## config.mk

```make
export PLATFORM = sky130hd
export DESIGN_NAME = tuner_control_status_bank
export DESIGN_NICKNAME = d
export VERILOG_FILES = /design/src/logic/tuner_pkg.sv /design/src/logic/tuner_control_status_bank.sv
export SDC_FILE = /design/constraint.sdc
export NUM_CORES = 1
export LEC_CHECK = 0
export BUFFER_PORTS_ARGS = -buffer_cell sky130_fd_sc_hd__buf_2
export CAP_MARGIN = 20
export CORE_MARGIN = 3
export CORE_UTILIZATION = 37
export DETAILED_ROUTE_END_ITERATION = 10
export GPL_ROUTABILITY_DRIVEN = 1
export GPL_TIMING_DRIVEN = 0
export PLACE_DENSITY = 0.63
export SLEW_MARGIN = 20
export SYNTH_ARGS = -nofsm -noshare
export SYNTH_HDL_FRONTEND = slang
export SYNTH_SLANG_ARGS = --single-unit
```

## constraint.sdc

```tcl
create_clock -name clk_sys -period 2.2 [get_ports clk_sys]
set_input_delay 0.44 -clock clk_sys [delete_from_list [all_inputs] [get_ports clk_sys]]
set_output_delay 0.44 -clock clk_sys [all_outputs]
set_load 0.05 [all_outputs]
```

## src/logic/tuner_pkg.sv

```systemverilog
/*
  package for the tuner control and status bank: read frame layout, calibration counts, carrier types.
  assumes a 25 MHz system clock and a comparison-frequency tick from the synthesizer.
*/
package tuner_pkg;
  localparam logic [6:0]  DEV_ADDR_DEFAULT  = 7'h60;  // arbitrary value
  localparam logic [3:0]  STATUS_FLAGS_OFS  = 4'h0;
  localparam logic [3:0]  LEVEL_BAND_OFS    = 4'h1;
  localparam logic        BYTE1_CONST       = 1'h1;
  localparam int          FLAG_POS_POWERON  = 7;
  localparam int          FLAG_POS_LOCK     = 6;
  localparam int          FLAG_POS_UPPER    = 5;
  localparam int          FLAG_POS_LOWER    = 4;
  localparam int          FLAG_POS_CALERR   = 3;
  localparam int          CAL_WAIT_SHORT    = 28673;
  localparam int          CAL_WAIT_LONG     = 32769;
  localparam logic [4:0]  BAND_MIN          = 5'h00;
  localparam logic [4:0]  BAND_MAX          = 5'h1F;
  localparam logic [2:0]  OSC_AMP_ALLOWED   = 3'h4;
  localparam logic [3:0]  BB_BIAS_ALLOWED   = 4'hD;
  localparam logic [1:0]  UPPER_THRESH_REC  = 2'h3;
  localparam logic [1:0]  LOWER_THRESH_REC  = 2'h1;

  typedef struct packed {
    logic       rf_atten_sel;
    logic       pump_current_sel;
    logic       main_pump_test_en;
    logic       pump_up_force;
    logic       pump_down_force;
    logic       second_pump_test_en;
    logic       second_pump_force;
    logic       pump_bank_sel;
    logic [2:0] osc_amplitude;
    logic       open_drain_out_b;
    logic       open_drain_out_a;
    logic       cal_wait_sel;
    logic [1:0] upper_thresh_sel;
    logic [1:0] lower_thresh_sel;
    logic [3:0] baseband_bias;
    logic       cal_mode_sel;
    logic [4:0] band_word;
  } ctrl_t;

  typedef struct packed {
    logic lna_atten;
    logic pump_high_current;
    logic main_sink_on;
    logic main_source_on;
    logic second_sink_on;
    logic second_source_on;
    logic second_bank_on;
  } analog_ctl_t;
endpackage : tuner_pkg

```

## src/logic/tuner_control_status_bank.sv

```systemverilog
/*
  control and status bank of the tuner: decodes control fields, runs the band word calibration and
  serves the two-byte read frame on the two-wire serial bus (device address, then two status bytes).
  assumes control fields arrive already written, comparators, lock, supply monitor and level come from
  the analog side, scl/sda arrive asynchronously, and cmp_tick pulses once per comparison period.
*/
`timescale 1ns/1ns
module tuner_control_status_bank #(
  parameter logic [6:0] DEV_ADDR   = tuner_pkg::DEV_ADDR_DEFAULT,
  parameter int         WAIT_SHORT = tuner_pkg::CAL_WAIT_SHORT,
  parameter int         WAIT_LONG  = tuner_pkg::CAL_WAIT_LONG
) (
  input  wire logic                   clk_sys,
  input  wire logic                   rst,
  input  wire tuner_pkg::ctrl_t       ctrl,
  input  wire logic                   band_written,
  input  wire logic                   cmp_tick,
  input  wire logic                   supply_low,
  input  wire logic                   pll_locked,
  input  wire logic                   tuning_above_upper,
  input  wire logic                   tuning_below_lower,
  input  wire logic [1:0]             input_level,
  input  wire logic                   scl_in,
  input  wire logic                   sda_in,
  output logic                        sda_out,
  output logic                        sda_oe,
  output logic                        open_drain_out_a_oe,
  output logic                        open_drain_out_b_oe,
  output tuner_pkg::analog_ctl_t      analog_ctl,
  output logic [1:0]                  upper_threshold,
  output logic [1:0]                  lower_threshold,
  output logic [4:0]                  band_word_readback,
  output logic                        cal_busy
);
  typedef enum logic [3:0] {
    BUS_IDLE = 4'h1,
    BUS_ADDR = 4'h2,
    BUS_SEND = 4'h4,
    BUS_ACKW = 4'h8
  } bus_state_t;

  typedef enum logic [2:0] {
    CAL_IDLE = 3'h1,
    CAL_WAIT = 3'h2,
    CAL_STEP = 3'h4
  } cal_state_t;

  function automatic logic [16:0] wait_count(input logic sel);
    wait_count = sel ? 17'(WAIT_LONG) : 17'(WAIT_SHORT);
  endfunction : wait_count

  // two-flop synchronisers for the bus pins and the supply, lock and comparator levels; input_level is used unsynchronised
  logic [1:0] scl_sync, sda_sync, sup_sync, lock_sync, up_sync, dn_sync;
  logic       scl_q, sda_q;
  always_ff @(posedge clk_sys) begin
    if (rst) begin
      scl_sync  <= 2'h3;
      sda_sync  <= 2'h3;
      sup_sync  <= 2'h0;
      lock_sync <= 2'h0;
      up_sync   <= 2'h0;
      dn_sync   <= 2'h0;
      scl_q     <= 1'h1;
      sda_q     <= 1'h1;
    end else begin
      scl_sync  <= {scl_sync[0], scl_in};
      sda_sync  <= {sda_sync[0], sda_in};
      sup_sync  <= {sup_sync[0], supply_low};
      lock_sync <= {lock_sync[0], pll_locked};
      up_sync   <= {up_sync[0], tuning_above_upper};
      dn_sync   <= {dn_sync[0], tuning_below_lower};
      scl_q     <= scl_sync[1];
      sda_q     <= sda_sync[1];
    end
  end

  wire scl_rise = scl_sync[1] & ~scl_q;
  wire scl_fall = ~scl_sync[1] & scl_q;
  wire start_c  = scl_sync[1] & scl_q & sda_q & ~sda_sync[1];
  wire stop_c   = scl_sync[1] & scl_q & ~sda_q & sda_sync[1];

  // plain decodes of the control fields
  always_comb begin
    analog_ctl.lna_atten         = ctrl.rf_atten_sel;
    analog_ctl.pump_high_current = ctrl.pump_current_sel;
    analog_ctl.main_sink_on      = ctrl.main_pump_test_en & ctrl.pump_up_force;
    analog_ctl.main_source_on    = ctrl.main_pump_test_en & ctrl.pump_down_force;
    analog_ctl.second_sink_on    = ctrl.second_pump_test_en & ~ctrl.second_pump_force;
    analog_ctl.second_source_on  = ctrl.second_pump_test_en & ctrl.second_pump_force;
    analog_ctl.second_bank_on    = ctrl.pump_bank_sel;
    open_drain_out_a_oe          = ctrl.open_drain_out_a;
    open_drain_out_b_oe          = ctrl.open_drain_out_b;
    upper_threshold              = ctrl.upper_thresh_sel;
    lower_threshold              = ctrl.lower_thresh_sel;
  end

  // calibration: count comparison ticks, then step toward the asserted comparator
  cal_state_t  cal_state, next_cal_state;
  logic [16:0] wait_cnt, next_wait_cnt;
  logic [4:0]  band_cal, next_band_cal;
  logic        cal_err, next_cal_err;

  always_comb begin
    next_cal_state = cal_state;
    next_wait_cnt  = wait_cnt;
    next_band_cal  = band_cal;
    next_cal_err   = cal_err;
    case (cal_state)
      CAL_IDLE: begin
      end
      CAL_WAIT: begin
        if (cmp_tick) begin
          if (wait_cnt <= 17'h00001) begin
            next_cal_state = CAL_STEP;
          end else begin
            next_wait_cnt = wait_cnt - 17'h00001;
          end
        end
      end
      CAL_STEP: begin
        next_wait_cnt  = wait_count(ctrl.cal_wait_sel);
        next_cal_state = CAL_WAIT;
        if (up_sync[1]) begin
          if (band_cal == tuner_pkg::BAND_MAX) begin
            next_cal_err   = 1'h1;
            next_cal_state = CAL_IDLE;
          end else begin
            next_band_cal = band_cal + 5'h01;
          end
        end else if (dn_sync[1]) begin
          if (band_cal == tuner_pkg::BAND_MIN) begin
            next_cal_err   = 1'h1;
            next_cal_state = CAL_IDLE;
          end else begin
            next_band_cal = band_cal - 5'h01;
          end
        end else begin
          next_cal_state = CAL_IDLE;
        end
      end
      default: next_cal_state = CAL_IDLE;
    endcase
    // a new band word restarts the search in automatic mode; manual mode never searches
    if (band_written) begin
      next_band_cal = ctrl.band_word;
      // a limit hit in this very cycle still shows: the set wins over the restart's clear
      next_cal_err  = next_cal_err & (cal_state == CAL_STEP);
      next_wait_cnt = wait_count(ctrl.cal_wait_sel);
      next_cal_state = ctrl.cal_mode_sel ? CAL_IDLE : CAL_WAIT;
    end
    if (ctrl.cal_mode_sel) begin
      next_cal_state = CAL_IDLE;
    end
  end

  always_ff @(posedge clk_sys) begin
    if (rst) begin
      cal_state <= CAL_IDLE;
      wait_cnt  <= 17'h00000;
      band_cal  <= 5'h00;
      cal_err   <= 1'h0;
    end else begin
      cal_state <= next_cal_state;
      wait_cnt  <= next_wait_cnt;
      band_cal  <= next_band_cal;
      cal_err   <= next_cal_err;
    end
  end

  assign band_word_readback = ctrl.cal_mode_sel ? ctrl.band_word : band_cal;
  assign cal_busy           = (cal_state != CAL_IDLE);

  // serial read slave
  bus_state_t bus_state, next_bus_state;
  logic [3:0] bit_cnt, next_bit_cnt;
  logic [7:0] shreg, next_shreg;
  logic       byte_idx, next_byte_idx;
  logic       drv, next_drv;
  logic       ack_phase, next_ack_phase;
  logic       poweron, next_poweron;
  logic       read_done, next_read_done;
  logic [7:0] status_byte0, status_byte1;

  always_comb begin
    status_byte0 = 8'h00;
    status_byte0[tuner_pkg::FLAG_POS_POWERON] = poweron;
    status_byte0[tuner_pkg::FLAG_POS_LOCK]    = lock_sync[1];
    status_byte0[tuner_pkg::FLAG_POS_UPPER]   = up_sync[1];
    status_byte0[tuner_pkg::FLAG_POS_LOWER]   = dn_sync[1];
    status_byte0[tuner_pkg::FLAG_POS_CALERR]  = cal_err;
    status_byte1 = {tuner_pkg::BYTE1_CONST, input_level, band_word_readback};
  end

  always_comb begin
    next_bus_state = bus_state;
    next_bit_cnt   = bit_cnt;
    next_shreg     = shreg;
    next_byte_idx  = byte_idx;
    next_drv       = drv;
    next_ack_phase = ack_phase;
    next_read_done = read_done;
    next_poweron   = poweron;
    case (bus_state)
      BUS_IDLE: begin
        next_drv = 1'h0;
      end
      BUS_ADDR: begin
        if (scl_rise && !ack_phase) begin
          next_shreg   = {shreg[6:0], sda_sync[1]};
          next_bit_cnt = bit_cnt + 4'h1;
        end
        if (scl_fall) begin
          if (ack_phase) begin
            next_ack_phase = 1'h0;
            next_bus_state = BUS_SEND;
            next_shreg     = status_byte0;
            next_byte_idx  = 1'h0;
            next_bit_cnt   = 4'h0;
            next_drv       = ~status_byte0[7];
          end else if (bit_cnt == 4'h8) begin
            // only a read to our address is answered; writes belong to another block
            if (shreg == {DEV_ADDR, 1'h1}) begin
              next_ack_phase = 1'h1;
              next_drv       = 1'h1;
            end else begin
              next_bus_state = BUS_IDLE;
            end
          end
        end
      end
      BUS_SEND: begin
        if (scl_fall) begin
          if (bit_cnt == 4'h7) begin
            next_drv       = 1'h0;
            next_bus_state = BUS_ACKW;
          end else begin
            next_shreg   = {shreg[6:0], 1'h0};
            next_bit_cnt = bit_cnt + 4'h1;
            next_drv     = ~shreg[6];
          end
        end
      end
      BUS_ACKW: begin
        if (scl_rise) begin
          if (byte_idx) begin
            next_read_done = 1'h1;
          end
          next_ack_phase = ~sda_sync[1] & ~byte_idx;
        end
        if (scl_fall) begin
          if (ack_phase) begin
            next_ack_phase = 1'h0;
            next_byte_idx  = 1'h1;
            next_bit_cnt   = 4'h0;
            next_shreg     = status_byte1;
            next_drv       = ~status_byte1[7];
            next_bus_state = BUS_SEND;
          end else begin
            next_bus_state = BUS_IDLE;
          end
        end
      end
      default: next_bus_state = BUS_IDLE;
    endcase
    if (start_c) begin
      next_bus_state = BUS_ADDR;
      next_bit_cnt   = 4'h0;
      next_ack_phase = 1'h0;
      next_drv       = 1'h0;
      next_read_done = 1'h0;
    end
    if (stop_c) begin
      next_bus_state = BUS_IDLE;
      next_drv       = 1'h0;
      next_read_done = 1'h0;
      if (read_done) begin
        next_poweron = 1'h0;
      end
    end
    // a supply drop wins over a clear in the same cycle
    if (sup_sync[1]) begin
      next_poweron = 1'h1;
    end
  end

  always_ff @(posedge clk_sys) begin
    if (rst) begin
      bus_state <= BUS_IDLE;
      bit_cnt   <= 4'h0;
      shreg     <= 8'h00;
      byte_idx  <= 1'h0;
      drv       <= 1'h0;
      ack_phase <= 1'h0;
      poweron   <= 1'h1;
      read_done <= 1'h0;
    end else begin
      bus_state <= next_bus_state;
      bit_cnt   <= next_bit_cnt;
      shreg     <= next_shreg;
      byte_idx  <= next_byte_idx;
      drv       <= next_drv;
      ack_phase <= next_ack_phase;
      poweron   <= next_poweron;
      read_done <= next_read_done;
    end
  end

  // open-drain: only ever pull low
  assign sda_out = 1'h0;
  assign sda_oe  = drv;
endmodule : tuner_control_status_bank

```

==> metrics.md, run 1 <==
| Metric | Value |
|---|---|
| Endpoint class of the critical path | flop |
| Total GRT Usage | 16.4% |
| IO Pins | 61 |
| # clock sinks | 61 |
| Clock Latency Late Sink | 0.35 ns |
| Crit path DAT | 2.31 ns |
| Min setup slack post-route | 0.115 ns |
| Rel. slew slack | 56.6% |
| Vias | 3,155 |
| Drt first-iter violations | 85 |
| Synth warn | 0 |
| Post-synth top cells | dfxtp_1, a21oi_1, nor2_1 |
| Initial core utilization | 38.8% |
| Setup slack after placement | -0.0602 ns |
| Gate Count Post-Synth | 405 |
| Lkg Pwr | 1.55 nW |
| Yosys top cell area share | 35.4% |
| Pre-antenna DRT Iters | 4 |
| Synth Area in Compound Gates | 23.9% |
| Synth Area in XOR/XNOR | 1.53% |
| EDFF count, synth | 0 |
| DR vias/cell | 5.54 |
| PwrDens | 713 nW/µm² |
| Status | complete, no violations |
| Nets | 505 |
| First-pass GRT wire length | 13,700 µm |
| Dpl cell area | 3790 µm² |
| Initial antenna violation count | 0 |
| Post-synthesis adder-cell area fraction | 3.12% |
| Post-Route WL | 8490 µm |
| Fin util | 45.2% |
| Fin. Hold Viols | 0 |
| Yosys top cell by area | dfxtp_1 |
| Syn Nets | 453 |
| CTS tree | done |
| Root buffer cell | clkbuf_8 |
| Die area | 10,500 µm² |
| Worst EP required | 2.43 ns |
| Hold Buf Count CTS | 0 |
| Maximum vdd drop | 437 µV |
| Yosys cell types | 71 |
| Count leader, synth | dfxtp_1 |
| Transition time of the tightest slew-check pin | 0.644 ns |
| Diodes inserted | 0 |
| Port Buffer Count | 41 |
| FF-to-FF setup slack | 0.12 ns |
| Startpoint types | flop |
| Vias in the first global route | 2,911 |
| Post-DP HPWL | 6310 µm |
| Register bit total from synthesis | 61 |
| Final GP Congestion | 0.818 |
| Reg clk slew, reported paths | 0.07 ns |
| Layout cell share with drive strength beyond 1 | 21.9% |
| Avg Synthesized Cell Area | 8.51 µm² |
| Fin. max-slew vios | 0 |
| Area delta synth->final | 16.7% |
| Setup violators final | 0 |
| Pwr Total | 2.86 mW |
| Tmin final | 2.08 ns |
| Mux cell area share after synthesis | 2.51% |
| Clk_skew | 0.0110 ns |
| Design area | 4020 µm² |
| Die H | 103 µm |
| Die W | 103 µm |
| RSZ-0062 raised after global routing | false |
| Setup CP Type | flop to flop |
| Row cnt | 34 |
| Area of the core | 8890 µm² |
| Wire length per cell | 14.9 µm |
| Clock Path Buffers | 2 |
| Largest net degree at the start of global routing | 12 |
| Cell Area, Synth | 3450 µm² |
| Min-Delay Path Class | input pin to flop |
| Fmax | 480 MHz |
| GRT overflow | 0 |
| Share of flip-flops with an asynchronous set or reset | 0% |
| Htree depth | 3 |
| Post-synth top flop | dfxtp_1 |
| Top cells by area, synth | dfxtp_1, a21oi_1, nor2_1 |
| Post-synthesis simple-gate area fraction | 27.7% |
| Max-Cap Viols | 0 |
| DRC | 0 |
| Period utilization | 94.8% |
| Total CTS buffers | 9 |
| Sequential share of the synthesized area | 35.4% |
| Antenna Nets Post-Route | 0 |
| Critical Path Fanout Max | 5 |
| Main combinational cell family by area after synthesis | simple AND/OR/NAND/NOR gates |
worst max-delay path: stages, from the launching register on:
cell       delay (ns)
dfxtp_2          0.39
inv_1            0.14
fa_1             0.47
a21o_1           0.18
a21oi_1          0.17
xnor2_1          0.18
a211oi_1         0.11
a2111oi_0        0.34
through the flow:
stage	setup TNS [ns]	hold slack [ns]	std cells
after floorplan	0	0.389	405
after global placement	0	0.395	554
after detailed placement	-0.0857	0.395	554
after CTS	0	0.280	569
after global routing	0	0.282	569
final	0	0.299	569
kinds of logic after synthesis:
family,count (synthesis)
AND/OR/NAND/NOR,162
XOR/XNOR,6
AO/OA/AOI/OAI,119
buffers and inverters,40
flip-flops,61
multiplexers,8
other,1
adder cells (fa/ha/maj),8
what timing repair did:
| item | 4_1_cts | 5_1_grt |
|---|---|---|
| endpoints found under the setup margin | 8 | 7 |
| buffers inserted | 0 | 0 |
| resized for setup | 1 | 6 |
cell type report:
cell class	count	area, µm²
plain buffers	30	163
clock buffers	9	124
clock inverters	6	88.8
fillers	902	4870
inverters	10	37.5
multi-input cells	304	2040
flip-flops and latches	61	1220
well taps	108	135
repair buffers	41	205
report_power, final:
part	leakage (nW)	switching, mW	internal, mW
combinational	0.955	0.346	0.223
clock	0.101	0.449	0.630
sequential	0.498	0.0602	1.16
total	1.55	0.855	2.01
layout by cell type, fill, tap and decap left out, types with 7 or more instances in the layout:
master	netlist	layout
buf_2	7	47
or3_1	13	13
a21oi_1	34	33
buf_4	10	10
clkbuf_1	13	12
or2_2	8	8
ha_1	7	7
dfxtp_1	61	60
o21ai_0	17	17
nor2_1	32	32
nor3_1	10	10
nand2_1	27	27
inv_1	10	10
clkbuf_8	0	9
nor2b_1	14	14
a22oi_1	8	8
registers in the layout, summed over array words and instances (netlist names), 3 cells and up:
signal / count
wait_cnt: 17
bus_state: 4
band_cal: 5
bit_cnt: 4
shreg: 8
cal_state: 3
layer usage:
metal / share of wire (%) / wire length [µm] / vias to the layer above / global-route usage (%)
met5: 0 / 0 / - / 0
li1: - / - / 1594 / -
met4: 1.0 / 85 / 0 / 4.44
met2: 46 / 3920 / 83 / 26.8
met1: 47 / 4020 / 1468 / 21.3
met3: 5.6 / 475 / 10 / 4.60
final timing paths:
| kind | start | endpoint | cells past startpoint |
|---|---|---|---|
| setup / recovery | up_sync[1] | band_cal[4] | 7 |
| hold / removal | sda_in | sda_sync[0] | 2 |
| setup reg to reg | up_sync[1] | band_cal[4] | 7 |
| hold reg to reg | scl_sync[0] | scl_sync[1] | 1 |
Power figures use the tool's default switching activity.
==> run 2: changes to the inputs <==
--- a/config.mk
+++ b/config.mk
@@ -7,7 +7,6 @@
 export LEC_CHECK = 0
 export BUFFER_PORTS_ARGS = -buffer_cell sky130_fd_sc_hd__buf_2
 export CAP_MARGIN = 20
-export CORE_MARGIN = 3
 export CORE_UTILIZATION = 37
 export DETAILED_ROUTE_END_ITERATION = 10
 export GPL_ROUTABILITY_DRIVEN = 1
==> run 2 against run 1 <==
Against the previous run:
- the flow now finishes with violations (design-rule violations)
- die area decreased by 7.7%
- non-clock buffer count unchanged
- critical path type unchanged
- count of clock-buffer cells in the layout increased by 2
- first-iteration DRC count up 44%
- core utilization grew 0.20 points
- power grew 1.4%
- fmax increased by 0.71%
- cell count unchanged
- critical endpoint unchanged
- sequential power barely moved
==> metrics.md, run 2 (synthesized netlist as in run 1, its figures left out) <==
| Metric | Value |
|---|---|
| Max reg flops | 17 |
| Hold Buf Count CTS | 0 |
| Worst r2r src | up_sync[1] |
| Fin. Hold Viols | 0 |
| Post-Route WL | 8550 µm |
| Maximum vdd drop | 329 µV |
| Crit Reg-Reg Endpoint | band_cal[4] |
| Sequential power share | 41.9% |
| Clock Latency Late Sink | 0.34 ns |
| Root buffer cell | clkbuf_8 |
| Die H | 98.5 µm |
| Clk network pwr share | 38.4% |
| Critical Path Fanout Max | 5 |
| RSZ-0062 raised after global routing | false |
| Dpl cell area | 3790 µm² |
| Hold_sp | sda_in |
| Min setup slack post-route | 0.130 ns |
| Period utilization | 94.1% |
| Fin. max-slew vios | 0 |
| Largest net degree at the start of global routing | 11 |
| Pre-antenna DRT Iters | 10 |
| # clock sinks | 61 |
| WP buf/inv | 1 |
| Setup violators final | 0 |
| Tmin final | 2.07 ns |
| Worst EP required | 2.43 ns |
| Met3 global-route usage | 3.69% |
| Initial core utilization | 38.9% |
| Cells on Worst Hold Path | 2 |
| Rel. slew slack | 55.6% |
| Setup CP Type | flop to flop |
| Antenna Nets Post-Route | 0 |
| PwrDens | 723 nW/µm² |
| Fmax | 483 MHz |
| Min-Delay Path Class | input pin to flop |
| Die W | 98.5 µm |
| Lkg Pwr | 1.56 nW |
| CP max stage cell | fa_1 |
| Nets | 505 |
| Clock Path Buffers | 2 |
| Diodes inserted | 0 |
| Hold Path End | sda_sync[0] |
| Psw | 0.864 mW |
| Family with the most delay on the worst path | compound AO/OA/AOI/OAI gates |
| Top reg by flops | wait_cnt |
| Met2 usage | 30.4% |
| Comb pwr share | 19.7% |
| Port Buffer Count | 41 |
| Int Power | 2.04 mW |
| Layout cell share with drive strength beyond 1 | 21.7% |
| Area delta synth->final | 16.6% |
| Highest-count cells in the layout ignoring fill and taps | dfxtp_1, buf_2, a21oi_1, nor2_1, nand2_1 |
| First-pass GRT wire length | 14,600 µm |
| Pwr Total | 2.90 mW |
| Vias in the first global route | 2,987 |
| Cells along the critical path | inv_1 -> fa_1 -> a21o_1 -> a21oi_1 -> xnor2_1 -> a211oi_1 -> a2111oi_0 |
| CTS tree | done |
| Initial antenna violation count | 0 |
| DRC | 4 |
| Setup tns final | 0 ns |
| Startpoint types | flop |
| Setup slack after placement | 0.0286 ns |
| Clk_skew | 0.0159 ns |
| Worst path max stage delay | 0.48 ns |
| GR peak layer | met2 |
| Die area | 9700 µm² |
| Net Sw Frac | 29.7% |
| Crit path DAT | 2.30 ns |
| Transition time of the tightest slew-check pin | 0.660 ns |
| GRT overflow | 0 |
| Commonest non-fill, non-tap cell in the layout | dfxtp_1 |
| GRT met1 Usage | 24.2% |
| FF-to-FF setup slack | 0.13 ns |
| Wire length per cell | 15.0 µm |
| Drt first-iter violations | 122 |
| IO Pins | 61 |
| Reg clk slew, reported paths | 0.08 ns |
| Largest registers | wait_cnt x17, shreg x8, band_cal x5 |
| Status | finished with violations |
| DR vias/cell | 5.58 |
| Row cnt | 34 |
| Area of the core | 8850 µm² |
| Design area | 4020 µm² |
| R2R cell count | 7 |
| Endpoint class of the critical path | flop |
| Final GP Congestion | 0.839 |
| Htree depth | 3 |
| Total CTS buffers | 9 |
| Post-CTS Setup Inserts | 0 |
| Post-DP HPWL | 6240 µm |
| Failing checks | design-rule violations |
| Vias | 3,175 |
| Max-Cap Viols | 0 |
| Total GRT Usage | 18.8% |
run 2: layout make-up:
cell class	count	area, µm²
clock buffers	11	141
multi-input cells	304	2040
clock inverters	4	72.6
flip-flops and latches	61	1220
inverters	10	37.5
plain buffers	30	160
well taps	108	135
fillers	891	4830
repair buffers	41	205
run 2: metal layers:
layer	up-vias	part of all wire (%)
met2	82	47
met1	1481	46
met4	0	1.4
met5	-	0
li1	1599	-
met3	13	5.0
run 2: what timing repair did:
item,CTS,global route
resized for setup,1,5
pin swaps,0,0
hold endpoints to repair,0,0
setup endpoints to repair,1,17
run 2: worst max path at each step:
stage / start / endpoint / cells after the start
final: up_sync[1] / band_cal[4] / 7
after global routing: bus_state[1] / bit_cnt[2] / 6
after CTS: up_sync[1] / band_cal[4] / 7
after detailed placement: bus_state[3] / shreg[1] / 6
after global placement: bus_state[3] / bit_cnt[3] / 6
after floorplan: up_sync[1] / band_cal[4] / 7
run 2: power groups by stage:
stage                     Clock (mW)  Sequential [mW]  Combinational [mW]
final                           1.12             1.22               0.573
after detailed placement           0             1.24               0.566
after global placement             0             1.23               0.561
after CTS                       1.13             1.21               0.570
after floorplan                    0             1.22               0.444
after global routing            1.19             1.22               0.637
run 2: through the flow:
stage	std cells	utilization [%]	hold slack, ns
6_report	569	45.4	0.291
5_1_grt	569	45.4	0.292
4_1_cts	569	45.3	0.276
3_5_place_dp	554	42.8	0.403
3_3_place_gp	554	42.8	0.394
2_1_floorplan	405	-	0.389
==> run 3: changes to the inputs <==
--- a/config.mk
+++ b/config.mk
@@ -7,11 +7,11 @@
 export LEC_CHECK = 0
 export BUFFER_PORTS_ARGS = -buffer_cell sky130_fd_sc_hd__buf_2
 export CAP_MARGIN = 20
-export CORE_UTILIZATION = 37
+export CORE_UTILIZATION = 49
 export DETAILED_ROUTE_END_ITERATION = 10
 export GPL_ROUTABILITY_DRIVEN = 1
 export GPL_TIMING_DRIVEN = 0
-export PLACE_DENSITY = 0.63
+export PLACE_DENSITY = 0.71
 export SLEW_MARGIN = 20
 export SYNTH_ARGS = -nofsm -noshare
 export SYNTH_HDL_FRONTEND = slang
==> run 3 against run 2 <==
Against the previous run:
- the run now ends clean
- sequential cell count stayed put
- highest routed layer unchanged
- first-iteration DRC count grew 26%
- clock skew rose by 0.0011 ns
- critical path type unchanged
- cell area decreased by 1.1%
- via count rose by 2.6%
- fmax grew 0.40%
==> metrics.md, run 3 (synthesized netlist as in run 1, its figures left out) <==
| Metric | Value |
|---|---|
| Hold Slack | 0.290 ns |
| Transition time of the tightest slew-check pin | 0.687 ns |
| Commonest non-fill, non-tap cell in the layout | dfxtp_1 |
| Fin. max-slew vios | 0 |
| Die area | 7370 µm² |
| Setup tns final | 0 ns |
| Clock Latency Late Sink | 0.34 ns |
| Largest registers | wait_cnt x17, shreg x8, band_cal x5 |
| Wire length per cell | 15.4 µm |
| Pre-antenna DRT Iters | 5 |
| Final GP Congestion | 0.872 |
| Endpoint class of the critical path | flop |
| Post-CTS Setup Inserts | 0 |
| Lkg Pwr | 1.55 nW |
| Area delta synth->final | 15.3% |
| GRT overflow | 0 |
| Initial core utilization | 50.7% |
| Fin. Hold Viols | 0 |
| Tmin final | 2.06 ns |
| Maximum vdd drop | 375 µV |
| Port Buffer Count | 41 |
| Pwr Total | 2.72 mW |
| Top reg by flops | wait_cnt |
| Fmax | 485 MHz |
| # clock sinks | 61 |
| Largest net degree at the start of global routing | 11 |
| Nets | 505 |
| Min-Delay Path Class | input pin to flop |
| Reg clk slew, reported paths | 0.07 ns |
| Post-Route WL | 8570 µm |
| Initial antenna violation count | 0 |
| Layout cell share with drive strength beyond 1 | 22.1% |
| Hold Buf Count CTS | 0 |
| Critical Path Fanout Max | 10 |
| Htree depth | 3 |
| Highest-count cells in the layout ignoring fill and taps | dfxtp_1, buf_2, a21oi_1, nor2_1, nand2_1 |
| Crit path DAT | 2.32 ns |
| Clock Path Buffers | 2 |
| Filler instances | 627 |
| Diodes inserted | 0 |
| Period utilization | 93.7% |
| Die W | 85.9 µm |
| Die H | 85.9 µm |
| Post-DP HPWL | 6130 µm |
| Total CTS buffers | 9 |
| Drt first-iter violations | 154 |
| Setup CP Type | flop to flop |
| Max reg flops | 17 |
| R2R cell count | 7 |
| Total GRT Usage | 24.2% |
| Finished Layout Cells | 558 |
| Clk_skew | 0.0170 ns |
| Setup violators final | 0 |
| DR vias/cell | 5.84 |
| Rel. slew slack | 53.7% |
| CTS tree | done |
| Area of the core | 6790 µm² |
| Vias in the first global route | 2,966 |
| Vias | 3,259 |
| Worst EP required | 2.46 ns |
| Worst r2r src | bus_state[0] |
| Row cnt | 30 |
| PwrDens | 685 nW/µm² |
| # placed instances | 542 |
| IO Pins | 61 |
| RSZ-0062 raised after global routing | false |
| CP startpoint | bus_state[0] |
| Startpoint types | flop |
| Worst Setup EP | bit_cnt[3] |
| First-pass GRT wire length | 14,100 µm |
| Status | complete, no violations |
| Crit Reg-Reg Endpoint | bit_cnt[3] |
| Root buffer cell | clkbuf_8 |
| DRC | 0 |
| Antenna Nets Post-Route | 0 |
| Max-Cap Viols | 0 |
| FF-to-FF setup slack | 0.14 ns |
run 3: changes by cell type in the layout (fill, tap and decap cells not counted):
cell,change
clkbuf_8,+1
clkinv_2,+2
a2111oi_0,-1
a2111oi_2,+1
bufinv_16,-2
run 3: layer usage:
layer	routed length, µm	part of all wire (%)	vias to the layer above	global-route usage [%]
li1	-	-	1603	-
met1	3900	46	1513	31.9
met2	4000	47	122	38.7
met3	430	5.0	21	3.75
met4	230	2.7	0	11.7
met5	0	0	-	0
run 3: stage by stage:
stage / setup slack [ns] / cell area, µm² / utilization [%]
finish: 0.138 / 3970 / 58.5
global route: 0.00847 / 3970 / 58.5
CTS: 0.00138 / 3950 / 58.1
detailed placement: 0.0293 / 3770 / 55.5
global placement: 0.0565 / 3770 / 55.5
floorplan: 0.317 / 3450 / -
run 3: worst min-delay path by stage:
stage | start | end | slack (ns) | cells after the start
after floorplan | scl_sync[0] | scl_sync[1] | 0.39 | 1
after global placement | scl_sync[0] | scl_sync[1] | 0.40 | 1
after detailed placement | scl_sync[0] | scl_sync[1] | 0.40 | 1
after CTS | sda_in | sda_sync[0] | 0.28 | 2
after global routing | sda_in | sda_sync[0] | 0.29 | 2
final | sda_in | sda_sync[0] | 0.29 | 2
run 3: worst max-delay path, cell delays in order, from the launching register on:
cell and delay [ns]:
dfxtp_1 0.35, clkbuf_1 0.22, nor4b_1 0.37, buf_2 0.32, a21oi_1 0.13, a21oi_2 0.25, a41oi_1 0.15, nor3_1 0.20
run 3: where the power goes:
part	internal [mW]	total, mW	switching [mW]
logic	0.224	0.579	0.355
clock network	0.465	0.925	0.460
registers	1.16	1.22	0.0614
run 3: repair_timing:
item / in CTS / in global routing
gates resized for setup: 0 / 8
hold endpoints to repair: 0 / 0
endpoints found under the setup margin: 0 / 24
run 3: area by class of cell:
| class | count | area [µm²] | area share, % |
|---|---|---|---|
| sequential | 61 | 1220 | 30.8 |
| clock inverter | 4 | 22.5 | 0.567 |
| inverter | 10 | 37.5 | 0.945 |
| tap | 96 | 120 | 3.02 |
| clock buffer | 12 | 155 | 3.90 |
| multi-input combinational | 304 | 2050 | 51.6 |
| buffer | 30 | 160 | 4.03 |
| timing repair buffer | 41 | 205 | 5.16 |
